**src/inc/simil_cfg.svh**
```systemverilog
// Purpose: constants of the servo input and mode interlock block
// Assumes: 250 MHz aclk, 32-bit AXI4-Lite register bus
// Notes: byte addresses, field positions, reset values and timing counts
`ifndef SIMIL_CFG_SVH
`define SIMIL_CFG_SVH

// ----------------------------------------------------------------------
// register byte addresses
// ----------------------------------------------------------------------
`define SIMIL_ADDR_POLARITY 8'h00
`define SIMIL_ADDR_AUTO_ON 8'h04
`define SIMIL_ADDR_STOP_METHOD 8'h08
`define SIMIL_ADDR_OUT_ASSIGN 8'h0c
`define SIMIL_ADDR_IN_ASSIGN 8'h10
`define SIMIL_ADDR_HOME_METHOD 8'h14
`define SIMIL_ADDR_STATUS 8'h18

// ----------------------------------------------------------------------
// fields and reset values
// ----------------------------------------------------------------------
`define SIMIL_POL_DIGIT_LSB 8
`define SIMIL_AUTO_DIGIT_LSB 8
`define SIMIL_AUTO_LIMITS_ON 4'h4
`define SIMIL_POLARITY_RST 16'h0000
`define SIMIL_AUTO_ON_RST 16'h0000
`define SIMIL_STOP_METHOD_RST 16'h0000
`define SIMIL_OUT_ASSIGN_RST 32'h0007_0000
`define SIMIL_IN_ASSIGN_RST 32'h7654_3210
`define SIMIL_HOME_METHOD_RST 3'h0
`define SIMIL_IN_UNASSIGNED 4'hf

// ----------------------------------------------------------------------
// output function codes
// ----------------------------------------------------------------------
`define SIMIL_OUT_NONE 8'h00
`define SIMIL_OUT_TROUBLE 8'h03
`define SIMIL_OUT_WARNING 8'h07
`define SIMIL_OUT_READY 8'h02
`define SIMIL_OUT_TRAVEL_DONE 8'h18

// ----------------------------------------------------------------------
// axi responses and timing
// ----------------------------------------------------------------------
`define SIMIL_RESP_OKAY 2'b00
`define SIMIL_RESP_SLVERR 2'b10
`define SIMIL_CLK_MHZ 250
`define SIMIL_DEBOUNCE_NS 1000
`define SIMIL_DEBOUNCE_CYC ((`SIMIL_DEBOUNCE_NS * `SIMIL_CLK_MHZ + 999) / 1000)

`endif

```
**src/inc/simil_pkg.sv**
```systemverilog
// Purpose: types of the servo input and mode interlock block
// Assumes: nothing beyond the config header
// Notes: mode states are one-hot
package simil_pkg;

  // operation mode, one-hot
  typedef enum logic [2:0] {
    SIMIL_MODE_MANUAL = 3'b001,
    SIMIL_MODE_AUTO = 3'b010,
    SIMIL_MODE_HOME = 3'b100
  } simil_mode_type;

  // home-return methods
  typedef enum logic [2:0] {
    SIMIL_HOME_DOG = 3'h0,
    SIMIL_HOME_COUNT = 3'h1,
    SIMIL_HOME_DATA_SET = 3'h2,
    SIMIL_HOME_STOPPER = 3'h3,
    SIMIL_HOME_IGNORANCE = 3'h4,
    SIMIL_HOME_DOG_REAR = 3'h5,
    SIMIL_HOME_COUNT_FRONT = 3'h6,
    SIMIL_HOME_DOG_CRADLE = 3'h7
  } simil_home_type;

endpackage

```
**src/core/simil_core.sv**
```systemverilog
// Purpose: input conditioning, mode selection and stop interlocks of a servo controller
// Assumes: in_pins are asynchronous field inputs; motion_busy, alarm_active,
//   travel_done, servo_on and program_has_home come from logic on aclk
// Notes: registers over AXI4-Lite, one aligned word each
//
// Behaviour
// select on: auto or home; off: manual
// three optional inputs pick program number
// host picks a program holding home command
// home ignorance: servo-on position becomes home
// eight selectable home-return methods offered
// forced-stop off: stop, cut drive, brake
// forced-stop back on clears stop state
// host holds forced-stop on before operating
// proximity detected when input off by default
// polarity digit: 0 off-detect, 1 on-detect
// both limits on permit motion, else lock
// stop behaviour on limit is configurable
// auto-on digit 4 forces both limits on
// unassigned limit input reads as on
// trouble output on unless alarm present
// input pin functions reassignable by parameters
// four output pins reassignable by parameters
// code 24 in second slot maps travel-done
// limit off raises warning, drops warning output
// all inputs synchronised and debounced first
// mode change waits until motion stopped
`include "simil_cfg.svh"
`timescale 1ns/1ps

module simil_core #(
  parameter int DEB_CYCLES = `SIMIL_DEBOUNCE_CYC
) (
  input wire logic aclk,
  input wire logic aresetn,
  input wire logic [7:0] s_axi_awaddr,
  input wire logic s_axi_awvalid,
  output logic s_axi_awready,
  input wire logic [31:0] s_axi_wdata,
  input wire logic [3:0] s_axi_wstrb,
  input wire logic s_axi_wvalid,
  output logic s_axi_wready,
  output logic [1:0] s_axi_bresp,
  output logic s_axi_bvalid,
  input wire logic s_axi_bready,
  input wire logic [7:0] s_axi_araddr,
  input wire logic s_axi_arvalid,
  output logic s_axi_arready,
  output logic [31:0] s_axi_rdata,
  output logic [1:0] s_axi_rresp,
  output logic s_axi_rvalid,
  input wire logic s_axi_rready,
  input wire logic [7:0] in_pins,
  input wire logic motion_busy,
  input wire logic alarm_active,
  input wire logic travel_done,
  input wire logic servo_on,
  input wire logic program_has_home,
  output simil_pkg::simil_mode_type op_mode,
  output simil_pkg::simil_home_type home_method,
  output logic [2:0] program_select,
  output logic home_set_pulse,
  output logic proximity_detected,
  output logic power_stage_enable,
  output logic dynamic_brake_on,
  output logic sudden_stop,
  output logic slow_stop,
  output logic servo_lock,
  output logic motion_permit,
  output logic [3:0] out_pins
);

  // elaboration check: counter is 16 bits wide
  if (DEB_CYCLES < 1 || DEB_CYCLES > 65535) begin : g_bad_deb
    $error("DEB_CYCLES out of range");
  end

  // ----------------------------------------------------------------------
  // input synchronisers and debouncers
  // ----------------------------------------------------------------------
  logic [7:0] sync1_reg;
  logic [7:0] sync2_reg;
  // one debounced bit per generate pass, each with a single writer
  wire [7:0] clean_reg;

  // first stage feeds the second stage only
  always_ff @(posedge aclk) begin
    if (!aresetn) begin
      sync1_reg <= 8'h00;
      sync2_reg <= 8'h00;
    end else begin
      sync1_reg <= in_pins;
      sync2_reg <= sync1_reg;
    end
  end

  // a pin changes only after staying at its new level for DEB_CYCLES
  for (genvar i = 0; i < 8; i++) begin : g_deb
    logic [15:0] cnt_reg;
    logic bit_reg;
    assign clean_reg[i] = bit_reg;
    always_ff @(posedge aclk) begin
      if (!aresetn) begin
        cnt_reg <= 16'h0000;
        bit_reg <= 1'b0;
      end else if (sync2_reg[i] == bit_reg) begin
        cnt_reg <= 16'h0000;
      end else if (cnt_reg == 16'(DEB_CYCLES - 1)) begin
        cnt_reg <= 16'h0000;
        bit_reg <= sync2_reg[i];
      end else begin
        cnt_reg <= cnt_reg + 16'h0001;
      end
    end
  end

  // ----------------------------------------------------------------------
  // configuration registers
  // ----------------------------------------------------------------------
  logic [15:0] polarity_reg;
  logic [15:0] auto_on_reg;
  logic [15:0] stop_method_reg;
  logic [31:0] out_assign_reg;
  logic [31:0] in_assign_reg;
  logic [2:0] home_method_reg;

  // ----------------------------------------------------------------------
  // input function routing
  // ----------------------------------------------------------------------
  // function slot order: select, program 0..2, forced stop, dog, fwd, rev
  wire [7:0] fn_level;
  wire [7:0] fn_assigned;
  for (genvar f = 0; f < 8; f++) begin : g_route
    wire [3:0] idx = in_assign_reg[4*f +: 4];
    assign fn_assigned[f] = (idx[3] == 1'b0);
    assign fn_level[f] = fn_assigned[f] ? clean_reg[idx[2:0]] : 1'b0;
  end

  wire auto_manual_select = fn_level[0];
  wire [2:0] program_select_inputs = fn_level[3:1]; // unassigned reads 0, see
  // an unassigned forced-stop reads as held on, so the drive is not locked out
  wire forced_stop_input = fn_assigned[4] ? fn_level[4] : 1'b1;
  wire dog_level = fn_level[5];
  wire auto_limits = auto_on_reg[`SIMIL_AUTO_DIGIT_LSB +: 4] == `SIMIL_AUTO_LIMITS_ON;
  wire forward_stroke_limit = auto_limits | !fn_assigned[6] | fn_level[6];
  wire reverse_stroke_limit = auto_limits | !fn_assigned[7] | fn_level[7];
  wire pol_on = polarity_reg[`SIMIL_POL_DIGIT_LSB];
  wire dog_hit = pol_on ? dog_level : !dog_level;
  wire limit_stop = !(forward_stroke_limit & reverse_stroke_limit);

  // ----------------------------------------------------------------------
  // mode selection and interlocks
  // ----------------------------------------------------------------------
  simil_pkg::simil_mode_type mode_reg;
  simil_pkg::simil_mode_type mode_next;
  logic fstop_reg;
  logic servo_on_d_reg;
  logic warn_reg;

  // requested mode; home needs a program carrying the home command
  always_comb begin
    if (!auto_manual_select) begin
      mode_next = simil_pkg::SIMIL_MODE_MANUAL;
    end else if (program_has_home) begin
      mode_next = simil_pkg::SIMIL_MODE_HOME;
    end else begin
      mode_next = simil_pkg::SIMIL_MODE_AUTO;
    end
  end

  // mode is frozen while moving so a stroke is never cut by a mode flip
  always_ff @(posedge aclk) begin
    if (!aresetn) begin
      mode_reg <= simil_pkg::SIMIL_MODE_MANUAL;
    end else if (!motion_busy) begin
      mode_reg <= mode_next;
    end
  end

  // stop state follows the contact: open sets it, closed clears it
  always_ff @(posedge aclk) begin
    if (!aresetn) begin
      fstop_reg <= 1'b1;
      warn_reg <= 1'b0;
      servo_on_d_reg <= 1'b0;
    end else begin
      fstop_reg <= !forced_stop_input;
      warn_reg <= limit_stop;
      servo_on_d_reg <= servo_on;
    end
  end

  wire servo_on_rise = servo_on & !servo_on_d_reg;
  wire ignorance = home_method_reg == simil_pkg::SIMIL_HOME_IGNORANCE;
  wire stop_gentle = stop_method_reg[0];

  // registered outputs
  always_ff @(posedge aclk) begin
    if (!aresetn) begin
      power_stage_enable <= 1'b0;
      dynamic_brake_on <= 1'b1;
      sudden_stop <= 1'b0;
      slow_stop <= 1'b0;
      servo_lock <= 1'b0;
      motion_permit <= 1'b0;
      home_set_pulse <= 1'b0;
      proximity_detected <= 1'b0;
      program_select <= 3'h0;
    end else begin
      power_stage_enable <= forced_stop_input;
      dynamic_brake_on <= !forced_stop_input;
      sudden_stop <= limit_stop & !stop_gentle;
      slow_stop <= limit_stop & stop_gentle;
      servo_lock <= limit_stop;
      motion_permit <= forced_stop_input & !limit_stop & !alarm_active;
      home_set_pulse <= servo_on_rise & ignorance
                        & (mode_reg == simil_pkg::SIMIL_MODE_HOME);
      proximity_detected <= dog_hit;
      program_select <= program_select_inputs;
    end
  end

  assign op_mode = mode_reg;
  assign home_method = simil_pkg::simil_home_type'(home_method_reg);

  // ----------------------------------------------------------------------
  // output pin mapping
  // ----------------------------------------------------------------------
  function automatic logic out_sel(input logic [7:0] code, input logic [3:0] src);
    logic r;
    r = 1'b0;
    if (code == `SIMIL_OUT_TROUBLE) r = src[0];
    else if (code == `SIMIL_OUT_WARNING) r = src[1];
    else if (code == `SIMIL_OUT_TRAVEL_DONE) r = src[2];
    else if (code == `SIMIL_OUT_READY) r = src[3];
    return r;
  endfunction

  // trouble and warning are on when healthy
  wire [3:0] out_src = {power_stage_enable & !alarm_active, travel_done, !warn_reg,
                        !alarm_active};

  always_ff @(posedge aclk) begin
    if (!aresetn) begin
      out_pins <= 4'h0;
    end else begin
      for (int p = 0; p < 4; p++) begin
        out_pins[p] <= out_sel(out_assign_reg[8*p +: 8], out_src);
      end
    end
  end

  // ----------------------------------------------------------------------
  // axi4-lite slave
  // ----------------------------------------------------------------------
  logic aw_held_reg;
  logic w_held_reg;
  logic [7:0] awaddr_reg;
  logic [31:0] wdata_reg;
  logic [3:0] wstrb_reg;

  assign s_axi_awready = !aw_held_reg & !s_axi_bvalid;
  assign s_axi_wready = !w_held_reg & !s_axi_bvalid;
  assign s_axi_arready = !s_axi_rvalid;

  wire do_write = aw_held_reg & w_held_reg & !s_axi_bvalid;
  wire wr_pol = awaddr_reg == `SIMIL_ADDR_POLARITY;
  wire wr_auto = awaddr_reg == `SIMIL_ADDR_AUTO_ON;
  wire wr_stop = awaddr_reg == `SIMIL_ADDR_STOP_METHOD;
  wire wr_oasg = awaddr_reg == `SIMIL_ADDR_OUT_ASSIGN;
  wire wr_iasg = awaddr_reg == `SIMIL_ADDR_IN_ASSIGN;
  wire wr_home = awaddr_reg == `SIMIL_ADDR_HOME_METHOD;
  wire wr_stat = awaddr_reg == `SIMIL_ADDR_STATUS;
  wire wr_hit = wr_pol | wr_auto | wr_stop | wr_oasg | wr_iasg | wr_home | wr_stat;

  // byte-lane merge of a write
  function automatic logic [31:0] merge(input logic [31:0] old, input logic [31:0] nw,
                                        input logic [3:0] be);
    logic [31:0] r;
    r = old;
    for (int b = 0; b < 4; b++) begin
      if (be[b]) r[8*b +: 8] = nw[8*b +: 8];
    end
    return r;
  endfunction

  wire [31:0] pol_m = merge({16'h0000, polarity_reg}, wdata_reg, wstrb_reg);
  wire [31:0] auto_m = merge({16'h0000, auto_on_reg}, wdata_reg, wstrb_reg);
  wire [31:0] stop_m = merge({16'h0000, stop_method_reg}, wdata_reg, wstrb_reg);
  wire [31:0] home_m = merge({29'h0, home_method_reg}, wdata_reg, wstrb_reg);

  // address and data may arrive in either order; response after both
  always_ff @(posedge aclk) begin
    if (!aresetn) begin
      aw_held_reg <= 1'b0;
      w_held_reg <= 1'b0;
      awaddr_reg <= 8'h00;
      wdata_reg <= 32'h0;
      wstrb_reg <= 4'h0;
      s_axi_bvalid <= 1'b0;
      s_axi_bresp <= `SIMIL_RESP_OKAY;
    end else begin
      if (s_axi_awvalid & s_axi_awready) begin
        aw_held_reg <= 1'b1;
        awaddr_reg <= {s_axi_awaddr[7:2], 2'b00};
      end
      if (s_axi_wvalid & s_axi_wready) begin
        w_held_reg <= 1'b1;
        wdata_reg <= s_axi_wdata;
        wstrb_reg <= s_axi_wstrb;
      end
      if (do_write) begin
        aw_held_reg <= 1'b0;
        w_held_reg <= 1'b0;
        s_axi_bvalid <= 1'b1;
        s_axi_bresp <= (wr_hit & !wr_stat) ? `SIMIL_RESP_OKAY : `SIMIL_RESP_SLVERR;
      end else if (s_axi_bready) begin
        s_axi_bvalid <= 1'b0;
      end
    end
  end

  // register stores
  always_ff @(posedge aclk) begin
    if (!aresetn) begin
      polarity_reg <= `SIMIL_POLARITY_RST;
      auto_on_reg <= `SIMIL_AUTO_ON_RST;
      stop_method_reg <= `SIMIL_STOP_METHOD_RST;
      out_assign_reg <= `SIMIL_OUT_ASSIGN_RST;
      in_assign_reg <= `SIMIL_IN_ASSIGN_RST;
      home_method_reg <= `SIMIL_HOME_METHOD_RST;
    end else if (do_write) begin
      if (wr_pol) polarity_reg <= pol_m[15:0];
      if (wr_auto) auto_on_reg <= auto_m[15:0];
      if (wr_stop) stop_method_reg <= stop_m[15:0];
      if (wr_oasg) out_assign_reg <= merge(out_assign_reg, wdata_reg, wstrb_reg);
      if (wr_iasg) in_assign_reg <= merge(in_assign_reg, wdata_reg, wstrb_reg);
      if (wr_home) home_method_reg <= home_m[2:0];
    end
  end

  // read decode
  wire [7:0] ra = {s_axi_araddr[7:2], 2'b00};
  wire [31:0] status_word = {15'h0, limit_stop, warn_reg, fstop_reg, dog_hit,
                             reverse_stroke_limit, forward_stroke_limit, mode_reg,
                             clean_reg};
  wire rd_hit;
  wire [31:0] rd_word;
  assign rd_hit = (ra == `SIMIL_ADDR_POLARITY) | (ra == `SIMIL_ADDR_AUTO_ON)
                | (ra == `SIMIL_ADDR_STOP_METHOD) | (ra == `SIMIL_ADDR_OUT_ASSIGN)
                | (ra == `SIMIL_ADDR_IN_ASSIGN) | (ra == `SIMIL_ADDR_HOME_METHOD)
                | (ra == `SIMIL_ADDR_STATUS);
  assign rd_word = (ra == `SIMIL_ADDR_POLARITY) ? {16'h0, polarity_reg}
                 : (ra == `SIMIL_ADDR_AUTO_ON) ? {16'h0, auto_on_reg}
                 : (ra == `SIMIL_ADDR_STOP_METHOD) ? {16'h0, stop_method_reg}
                 : (ra == `SIMIL_ADDR_OUT_ASSIGN) ? out_assign_reg
                 : (ra == `SIMIL_ADDR_IN_ASSIGN) ? in_assign_reg
                 : (ra == `SIMIL_ADDR_HOME_METHOD) ? {29'h0, home_method_reg}
                 : (ra == `SIMIL_ADDR_STATUS) ? status_word
                 : 32'h0;

  // read answered one cycle after the address is taken
  always_ff @(posedge aclk) begin
    if (!aresetn) begin
      s_axi_rvalid <= 1'b0;
      s_axi_rdata <= 32'h0;
      s_axi_rresp <= `SIMIL_RESP_OKAY;
    end else if (s_axi_arvalid & s_axi_arready) begin
      s_axi_rvalid <= 1'b1;
      s_axi_rdata <= rd_word;
      s_axi_rresp <= rd_hit ? `SIMIL_RESP_OKAY : `SIMIL_RESP_SLVERR;
    end else if (s_axi_rready) begin
      s_axi_rvalid <= 1'b0;
    end
  end

endmodule

```
**config.mk**
```make
export PLATFORM = sky130hd
export DESIGN_NAME = simil_core
export DESIGN_NICKNAME = d
export VERILOG_FILES = /design/src/inc/simil_pkg.sv /design/src/core/simil_core.sv
export VERILOG_INCLUDE_DIRS = /design/src /design/src/inc
export SDC_FILE = /design/constraint.sdc
export NUM_CORES = 1
export LEC_CHECK = 0
export BUFFER_PORTS_ARGS = -buffer_cell sky130_fd_sc_hd__buf_2
export CAP_MARGIN = 30
export CORE_MARGIN = 10
export CORE_UTILIZATION = 35
export CTS_BUF_LIST = sky130_fd_sc_hd__clkbuf_4
export DETAILED_ROUTE_END_ITERATION = 8
export PLACE_DENSITY = 0.62
export SLEW_MARGIN = 30
export SYNTH_ARGS = -nofsm -noshare
export SYNTH_HDL_FRONTEND = slang
export SYNTH_SLANG_ARGS = --single-unit
```
**constraint.sdc**
```tcl
create_clock -name aclk -period 2.9 [get_ports aclk]
set_input_delay 0.29 -clock aclk [delete_from_list [all_inputs] [get_ports aclk]]
set_output_delay 0.29 -clock aclk [all_outputs]
set_load 0.05 [all_outputs]
```
==> results of run 1 <==
[power by group through the flow]
stage | registers, uW | clock network (uW) | logic, uW
final | 5220 | 4330 | 765
after global routing | 5230 | 4720 | 827
after CTS | 5220 | 4490 | 766
after detailed placement | 5340 | 0 | 690
after global placement | 5330 | 0 | 682
after floorplan | 5410 | 0 | 352
[metrics by stage]
step / cell area, um2 / cells
finish: 19100 / 2647
global route: 19100 / 2647
CTS: 19100 / 2646
detailed placement: 17300 / 2417
global placement: 17300 / 2417
floorplan: 15900 / 1742
[layout make-up]
| type | instances | share of cell area (%) |
|---|---|---|
| Tap cell | 592 | 3.88 |
| Clock inverter | 23 | 0.616 |
| Multi-Input combinational cell | 1261 | 42.4 |
| Sequential cell | 366 | 38.4 |
| Clock buffer | 137 | 5.38 |
| Timing Repair Buffer | 244 | 8.93 |
| Inverter | 23 | 0.452 |
| Antenna cell | 1 | 0.0131 |
[kinds of logic (layout without fill, tap and decap cells)]
group / count (synthesis) / in the layout / share of synthesized area [%]
adder cells (fa/ha/maj): 16 / 16 / 1.26
buffers and inverters: 115 / 427 / 2.93
other: 1 / 3 / 0.0236
XOR/XNOR: 114 / 114 / 6.29
flip-flops: 366 / 366 / 46.2
AO/OA/AOI/OAI: 242 / 242 / 10.5
multiplexers: 121 / 121 / 8.83
AND/OR/NAND/NOR: 766 / 766 / 24.0
[synth_stat cells (3+ instances only)]
cell / count
dfxtp_1: 366
nand2_1: 220
nor2_1: 200
mux2i_1: 104
nor2b_1: 80
a21boi_0: 77
clkbuf_1: 75
nand3_1: 75
xor2_1: 69
o21ai_0: 61
xnor2_1: 45
nand4_1: 32
a21oi_1: 31
a221oi_1: 28
nor3b_1: 27
and2_1: 24
inv_1: 23
ha_1: 16
and3_1: 15
mux4_2: 15
nor4_1: 15
a32o_1: 13
nor3_1: 13
and4_1: 12
or3_1: 12
a21o_1: 10
buf_2: 9
nor4b_1: 6
nand2b_1: 5
buf_4: 4
nand3_2: 4
or4b_2: 4
a21oi_2: 3
buf_1: 3
nand4b_1: 3
nor2_2: 3
o22ai_1: 3
or2_2: 3
or4_1: 3
[worst reg2reg max path, cell delays in order (launching register included)]
cell     delay, ns
dfxtp_1       0.35
or4b_1        0.60
nor2_1        0.24
and3_1        0.57
mux2i_1       0.27
nand2_1       0.07
[worst paths after layout]
path,start,endpoint,slack (ns),cells after the start
min,s_axi_awvalid,aw_held_reg,0.11,4
max,awaddr_reg[4],out_assign_reg[16],0.67,5
max reg2reg,awaddr_reg[4],out_assign_reg[16],0.67,5
min reg2reg,sync1_reg[2],sync2_reg[2],0.43,1
[metal layers]
metal	vias up	GRT usage [%]	share of wire [%]
met4	2	7.55	2.9
met1	6346	20.9	46
met3	82	4.06	6.6
met2	387	25.1	45
li1	6569	-	-
met5	-	0	0.016
==> metrics.cfg, run 1 <==
[run_status]
status = finished clean

[routing]
drt-total-wl_mm = 45.0
drt_pass1_iterations = 5
vias = 13400
ant_nets = 0
viasPerCell = 5.06
drc = 0
routedWlPerCell_um = 17.0
drt_iter0_drc = 942

[finish]
final_common_cell = dfxtp_1
register_area_um2 = 7330
area.growth.synth_to_final_pct = 20.3
fillerInstances = 4402
multi_input_area_um2 = 8090
layout.nets = 2081
largest_reg_flops = 128
fin_util_pct = 42.9
drive_gt1_share_pct = 17.6
layout_common_cells = dfxtp_1 (366), nand2_1 (220), nor2_1 (200)

[synth]
ys_top_cells_by_area = dfxtp_1 (46%), mux2i_1 (6.6%), nand2_1 (5.2%)
syn-instance-count = 1741
ys_ff_latch = 366
seq_area_frac_synth_pct = 46.2
synth_area_um2 = 15900
synth_top_cell_by_area = dfxtp_1
ys.flop_type = dfxtp_1
synth_cell_types = 64
async_flop_share_pct = 0
synth_edf_count = 0
yosysTopAreaCellShare_pct = 46.2
avgSynthCellArea_um2 = 9.12
yosys_warnings = 0

[timing]
fin_ws_ns = 0.669
final-hold-violation-count = 0
fin_crit_sh_pct = 76.9
fmaxAchievable_ghz = 0.448
setup_viol = 0
maxSlewViolCount = 0
timing.setup.tns_ns = 0
holdWs_ns = 0.108
relSlewSlack_pct = 37.8
finClkSkew_ns = 0.0586
rsz0062_at_grt = no
tightest_slew_ns = 0.933
min_period_ns = 2.23

[critical_path]
crit_required_ns = 3.56
cp_top_family = simple AND/OR/NAND/NOR gates
arrival_ns = 2.89
setup.worst_path.start_class = flop
worstSetupPathType = flop to flop
end_kind = flop
max_stage_delay_ns = 0.60
path_cells = or4b_1, nor2_1, and3_1, mux2i_1, nand2_1
cp_max_fo = 8
cpMaxStageDelayCell = or4b_1
cp_num_buf_inv = 0

[die]
dieArea_um2 = 54300
coreArea_um2 = 44500
dieHeight_um = 233
ios = 134
die_x_um = 233
initial_core_util_pct = 35.7
core.rowCount = 77

[global_routing]
track_usage_pct = 16.2
grt_pass1_vias = 13200
antenna_found_initial = 3
grt_pass1_wl_mm = 70.5
grt_max_degree = 59
overflow = 0

[clock_tree]
cts_tree = done
postCtsHoldBufs = 69
insertion_delay_ns = 0.80
cts_root_buf = clkbuf_4
cts_max_level = 3
numCtsBuffers = 97
cts.path.max_buffers = 3
clkSlewWorstSetupHoldPaths_ns = 0.06
cts.sinks = 366
post-cts-setup-buffers = 0
post_cts_resized = 0

[pwr]
p_sw_uw = 2680
sequentialPowerShare_pct = 50.6
power_frac_clock_pct = 42.0
internal_power_uw = 7640
p_total_uw = 10300
ir_drop_uv = 371
p_comb_share_pct = 7.4
power.leakage_uw = 0.00737
switching_share_pct = 26.0
power_density_nw_per_um2 = 540

[run]
drv_cap = 0

[placement]
place_hpwl_mm = 31.5
place.gp.congestion = 0.863
numPortBuffers = 127
post-place-ws_ns = 0.660

[worst_hold_path]
holdCritPathClass = input pin to flop

No activity file was read; power rests on OpenSTA's default activity.
==> run 2: changes to the inputs <==
ABC_AREA = 1   (was default)
PLACE_DENSITY = 0.64   (was 0.62)
clock period = 1.9 ns   (was 2.9 ns; I/O delays follow)
==> metrics.cfg, run 2 <==
[die]
die_x_um = 231  ; was 233 um
ios = 134  ; unchanged
core.rowCount = 77  ; unchanged
initial_core_util_pct = 35.3  ; was 35.7%
dieHeight_um = 231  ; was 233 um
dieArea_um2 = 53300  ; was 54300 um2
coreArea_um2 = 44000  ; was 44500 um2

[timing]
maxSlewViolCount = 0  ; unchanged
relSlewSlack_pct = 51.5  ; was 37.8%
setup_viol = 0  ; unchanged
fin_crit_sh_pct = 94.2
finClkSkew_ns = 0.0369  ; was 0.0586 ns
min_period_ns = 1.79
final-hold-violation-count = 0  ; unchanged
fmaxAchievable_ghz = 0.558
tightest_slew_ns = 0.725  ; was 0.933 ns

[synth]
synth_edf_count = 0  ; unchanged
synth_top_cell_by_area = dfxtp_1  ; unchanged
ys.flop_type = dfxtp_1  ; unchanged
async_flop_share_pct = 0  ; unchanged
yosys_warnings = 0  ; unchanged
seq_area_frac_synth_pct = 47.1  ; was 46.2%
synth_cell_types = 46  ; was 64
synthMostInstantiatedCell = dfxtp_1  ; unchanged
ys_top_cells_by_area = dfxtp_1 (47%), nor2_1 (8.6%), nand2_1 (7.1%)  ; was dfxtp_1 (46%), mux2i_1 (6.6%), nand2_1 (5.2%)
avgSynthCellArea_um2 = 7.45  ; was 9.12 um2
synth_area_um2 = 15500  ; was 15900 um2
syn-instance-count = 2086  ; was 1741
yosysTopAreaCellShare_pct = 47.1  ; was 46.2%
ys_top_cells_by_count = dfxtp_1 (366), nor2_1 (355), nand2_1 (293)  ; was dfxtp_1 (366), nand2_1 (220), nor2_1 (200)
ys_ff_latch = 366  ; unchanged

[finish]
fin_util_pct = 44.2  ; was 42.9%
final_common_cell = dfxtp_1  ; unchanged
layout.cells.non_filler = 3077  ; was 2647
register_area_um2 = 7330  ; about the same
fillerInstances = 4385  ; was 4402
layout_common_cells = dfxtp_1 (363), nor2_1 (348), nand2_1 (293)  ; was dfxtp_1 (366), nand2_1 (220), nor2_1 (200)
area.growth.synth_to_final_pct = 25.2  ; was 20.3%
largest_reg_flops = 128  ; unchanged
final_area_um2 = 19500  ; was 19100 um2
multi_input_area_um2 = 7110  ; was 8090 um2
layout.nets = 2506  ; was 2081
drive_gt1_share_pct = 17.0  ; was 17.6%

[critical_path]
arrival_ns = 1.60  ; was 2.89 ns
end_kind = output port  ; was flop
r2r-start = g_deb[6].cnt_reg[2]  ; was awaddr_reg[4]
cp_max_fo = 5  ; was 8
path_cells = nor2_1, buf_2  ; was or4b_1, nor2_1, and3_1, mux2i_1, nand2_1
critical_path.startpoint = s_axi_bvalid  ; was awaddr_reg[4]
max_stage_delay_ns = 0.37  ; was 0.60 ns
setup.worst_path.start_class = flop  ; unchanged
worstSetupPathType = flop to output port  ; was flop to flop
crit_required_ns = 1.71  ; was 3.56 ns
cpMaxStageDelayCell = dfxtp_1  ; was or4b_1
r2r_slack_ns = 0.14  ; was 0.67 ns

[placement]
placed_area_um2 = 17100  ; was 17300 um2
place_inst = 2795  ; was 2417
place_hpwl_mm = 32.1  ; was 31.5 mm
place.gp.congestion = 0.891  ; was 0.863
numPortBuffers = 127  ; unchanged

[clock_tree]
cts.path.max_buffers = 3  ; unchanged
cts.sinks = 366  ; unchanged
insertion_delay_ns = 0.81  ; was 0.80 ns
cts_root_buf = clkbuf_4  ; unchanged
cts_max_level = 3  ; unchanged
numCtsBuffers = 96  ; was 97
clkSlewWorstSetupHoldPaths_ns = 0.07  ; was 0.06 ns
cts_tree = done  ; unchanged

[global_routing]
grt_max_degree = 81  ; was 59
antenna_found_initial = 2  ; was 3
track_usage_pct = 16.4  ; was 16.2%
grt_pass1_vias = 14400  ; was 13200
overflow = 0  ; unchanged
grt_pass1_wl_mm = 72.4  ; was 70.5 mm

[run]
drv_cap = 0  ; unchanged

[pwr]
power.leakage_uw = 0.00780  ; was 0.00737 uW
p_total_uw = 15300  ; was 10300 uW
ir_drop_uv = 607  ; was 371 uV
power_density_nw_per_um2 = 788  ; was 540 nW/um2

[worst_hold_path]
min-delay-start = s_axi_araddr[7]  ; was s_axi_awvalid
holdCritPathClass = input pin to flop  ; unchanged

[run_status]
status = finished clean  ; unchanged

[routing]
drt-total-wl_mm = 44.9  ; was 45.0 mm
drc = 0  ; unchanged
vias = 15100  ; was 13400
ant_nets = 0  ; unchanged
viasPerCell = 4.90  ; was 5.06
drt_iter0_drc = 1185  ; was 942
drt_pass1_iterations = 5  ; unchanged
routedWlPerCell_um = 14.6  ; was 17.0 um

## run 2: changes by cell type after synthesis, sizes merged, moves of 77 or more
cell    previous run  this run
a21boi            77         0
a21oi             34       199
inv               23       224
mux2i            104         0
nand2            220       298
nor2             203       383
nor2b             80         0
o21ai             62       221
## run 2: worst paths after layout
check,to,cells after the start
hold reg to reg,home_set_pulse,1
hold / removal,s_axi_rresp[1],5
setup reg to reg,g_deb[6].cnt_reg[13],7
setup / recovery,s_axi_awready,2
## run 2: per-layer routing
metal	wire length (um)	GRT usage [%]	share of wire [%]
met4	1400	7.71	3.1
met3	2860	3.80	6.4
met5	0	0	0
met1	20100	20.6	45
met2	20600	26.2	46
## run 2: timing repair
| action | in CTS | in global routing |
|---|---|---|
| setup endpoints to repair | 1 | 67 |
| buffers inserted | 0 | 4 |
| hold buffers | 112 | 0 |
| pin swaps | 0 | 2 |
| endpoints found under the hold margin | 153 | 0 |
| gates resized for setup | 1 | 24 |
| cloned | 0 | 2 |
## run 2: kinds of logic after synthesis
group	count (synthesis)	share of synthesized area (%)
flops	366	47.1
xor+xnor	18	1.01
other cells	1	0.0241
compound gates	489	16.7
simple gates	901	26.4
buf+inv	295	7.46
fa+ha+maj	16	1.29
## run 2: power by group
group | switching [uW] | leakage [uW] | total [uW] | internal (uW)
Sequential | 164 | 0.00297 | 7980 | 7810
Clock | 3220 | 0.000666 | 6340 | 3120
Combinational | 597 | 0.00416 | 1030 | 430
Total | 3980 | 0.00779 | 15300 | 11400
## run 2: cell type report
type	count	share of cell area [%]
Timing Repair Buffer	301	11.9
Sequential cell	366	37.7
Multi-Input combinational cell	1426	36.5
Clock buffer	128	4.94
Antenna cell	4	0.0514
Clock inverter	33	0.714
Inverter	227	4.42
Tap cell	592	3.81
## run 2: worst max-delay path: cells and delay by family, from the launching register on
family / cells / cell delay, ns
flip-flops: 1 / 0.37
buffers and inverters: 1 / 0.30
AND/OR/NAND/NOR: 1 / 0.16
## run 2: stage by stage
step | setup slack, ns | setup TNS, ns | hold WS (ns)
final | 0.109 | 0 | 0.0102
after global routing | -0.00795 | -0.00921 | -0.00958
after CTS | 0.0243 | 0 | 0.0242
after detailed placement | 0.119 | 0 | 0.379
after global placement | 0.175 | 0 | 0.372
after floorplan | -0.0532 | -0.780 | 0.269
==> run 3: changes to the inputs <==
REMOVE_ABC_BUFFERS = 1   (was default)
==> metrics.cfg, run 3 (synthesis results as in run 2) <==
[clock_tree]
cts.path.max_buffers = 3  ; unchanged
numCtsBuffers = 98  ; was 96
cts.sinks = 366  ; unchanged
cts_root_buf = clkbuf_4  ; unchanged
cts_max_level = 3  ; unchanged
insertion_delay_ns = 0.79  ; was 0.81 ns
clkSlewWorstSetupHoldPaths_ns = 0.07  ; about the same
cts_tree = done  ; unchanged

[placement]
post-place-ws_ns = 0.0820  ; was 0.119 ns
place_hpwl_mm = 32.6  ; was 32.1 mm
place.gp.congestion = 0.885  ; was 0.891
numPortBuffers = 127  ; unchanged

[routing]
routedWlPerCell_um = 15.1  ; was 14.6 um
vias = 15200  ; was 15100
viasPerCell = 4.94  ; was 4.90
drt_pass1_iterations = 6  ; was 5
drt-total-wl_mm = 46.3  ; was 44.9 mm
drt_iter0_drc = 1493  ; was 1185
drc = 0  ; unchanged
ant_nets = 0  ; unchanged

[critical_path]
critPathCapture = power_stage_enable  ; was s_axi_awready
cpMaxStageDelayCell = dfxtp_1  ; unchanged
critical_path.startpoint = power_stage_enable  ; was s_axi_bvalid
max_stage_delay_ns = 0.52  ; was 0.37 ns
path_cells = buf_2  ; was nor2_1, buf_2
end_kind = output port  ; unchanged
setup.worst_path.start_class = flop  ; unchanged
arrival_ns = 1.63  ; was 1.60 ns
r2r-start = awaddr_reg[7]  ; was g_deb[6].cnt_reg[2]
r2r-end = in_assign_reg[31]  ; was g_deb[6].cnt_reg[13]
r2r_slack_ns = 0.11  ; was 0.14 ns
worstSetupPathType = flop to output port  ; unchanged
cp_num_cells = 1  ; was 2
r2r_cells = 8  ; was 7
cp_num_buf_inv = 1  ; unchanged
cp_max_fo = 4  ; was 5
cp_top_family = flip-flops  ; unchanged
crit_required_ns = 1.71  ; about the same

[global_routing]
grt_pass1_wl_mm = 74.3  ; was 72.4 mm
grt_max_degree = 89  ; was 81
overflow = 0  ; unchanged
antenna_found_initial = 2  ; unchanged
track_usage_pct = 16.8  ; was 16.4%
grt_pass1_vias = 14700  ; was 14400

[run]
drv_cap = 0  ; unchanged

[die]
initial_core_util_pct = 35.3  ; unchanged
dieArea_um2 = 53300  ; unchanged
core.rowCount = 77  ; unchanged
ios = 134  ; unchanged
dieHeight_um = 231  ; unchanged
coreArea_um2 = 44000  ; unchanged
die_x_um = 231  ; unchanged

[timing]
timing.setup.tns_ns = 0  ; unchanged
min_period_ns = 1.82  ; was 1.79 ns
fmaxAchievable_ghz = 0.549  ; was 0.558 GHz
finClkSkew_ns = 0.0456  ; was 0.0369 ns
final-hold-violation-count = 0  ; unchanged
fin_ws_ns = 0.0794  ; was 0.109 ns
holdWs_ns = 0.104  ; was 0.0102 ns
setup_viol = 0  ; unchanged
tightest_slew_ns = 0.748  ; was 0.725 ns
relSlewSlack_pct = 50.1  ; was 51.5%
maxSlewViolCount = 0  ; unchanged
fin_crit_sh_pct = 95.8  ; was 94.2%

[finish]
layout.nets = 2499  ; was 2506
layout_common_cells = dfxtp_1 (363), nor2_1 (346), nand2_1 (290)  ; was dfxtp_1 (363), nor2_1 (348), nand2_1 (293)
largest_reg_flops = 128  ; unchanged
area.growth.synth_to_final_pct = 25.7  ; was 25.2%
fin_util_pct = 44.4  ; was 44.2%
fillerInstances = 4417  ; was 4385
final_common_cell = dfxtp_1  ; unchanged
drive_gt1_share_pct = 18.2  ; was 17.0%

[run_status]
status = finished clean  ; unchanged

[pwr]
power_density_nw_per_um2 = 820  ; was 788 nW/um2
ir_drop_uv = 392  ; was 607 uV
p_total_uw = 16000  ; was 15300 uW
power.leakage_uw = 0.00786  ; was 0.00780 uW

[worst_hold_path]
holdCritPathClass = input pin to flop  ; unchanged

run 3: timing repair:
action                     4_1_cts  5_1_grt
setup buffers                    0        7
resized for setup                4       43
setup endpoints to repair        3       90
pin swaps                        0        6
gates cloned                     0        0
hold endpoints to repair       158        0
hold buffers                    91        0
run 3: report_power, final:
group / switching (uW) / internal [uW]
clock: 3260 / 3710
sequential: 165 / 7810
combinational: 640 / 426
total: 4070 / 11900
run 3: layout make-up:
type | instances | area [um2] | area share [%]
Sequential cell | 366 | 7330 | 37.5
Inverter | 227 | 856 | 4.38
Clock inverter | 33 | 223 | 1.14
Clock buffer | 136 | 1020 | 5.22
Antenna cell | 4 | 10.0 | 0.0512
Tap cell | 592 | 741 | 3.79
Timing Repair Buffer | 292 | 2200 | 11.3
Multi-Input combinational cell | 1426 | 7160 | 36.6
run 3: per-stage QoR:
stage	cell area [um2]	std cells
finish	19500	3076
global route	19500	3074
CTS	19400	3065
detailed placement	17200	2805
global placement	17200	2805
floorplan	15200	2019
run 3: worst min path at each step:
stage | cells past startpoint | to | slack [ns] | startpoint
final | 7 | s_axi_rdata[16] | 0.10 | s_axi_araddr[5]
after global routing | 4 | sync1_reg[1] | 0.07 | in_pins[1]
after CTS | 7 | s_axi_rdata[16] | 0.03 | s_axi_araddr[7]
after global placement | 3 | sync1_reg[0] | 0.38 | in_pins[0]
after floorplan | 1 | op_mode[0] | 0.27 | aresetn
after detailed placement | 3 | sync1_reg[0] | 0.38 | in_pins[0]
run 3: per-layer routing:
layer,GRT usage [%],vias to the layer above,share of wire (%)
met5,0,-,0
met4,6.74,0,3.1
met3,3.27,109,5.8
met2,27.8,493,46
met1,21.2,6990,45
li1,-,7608,-
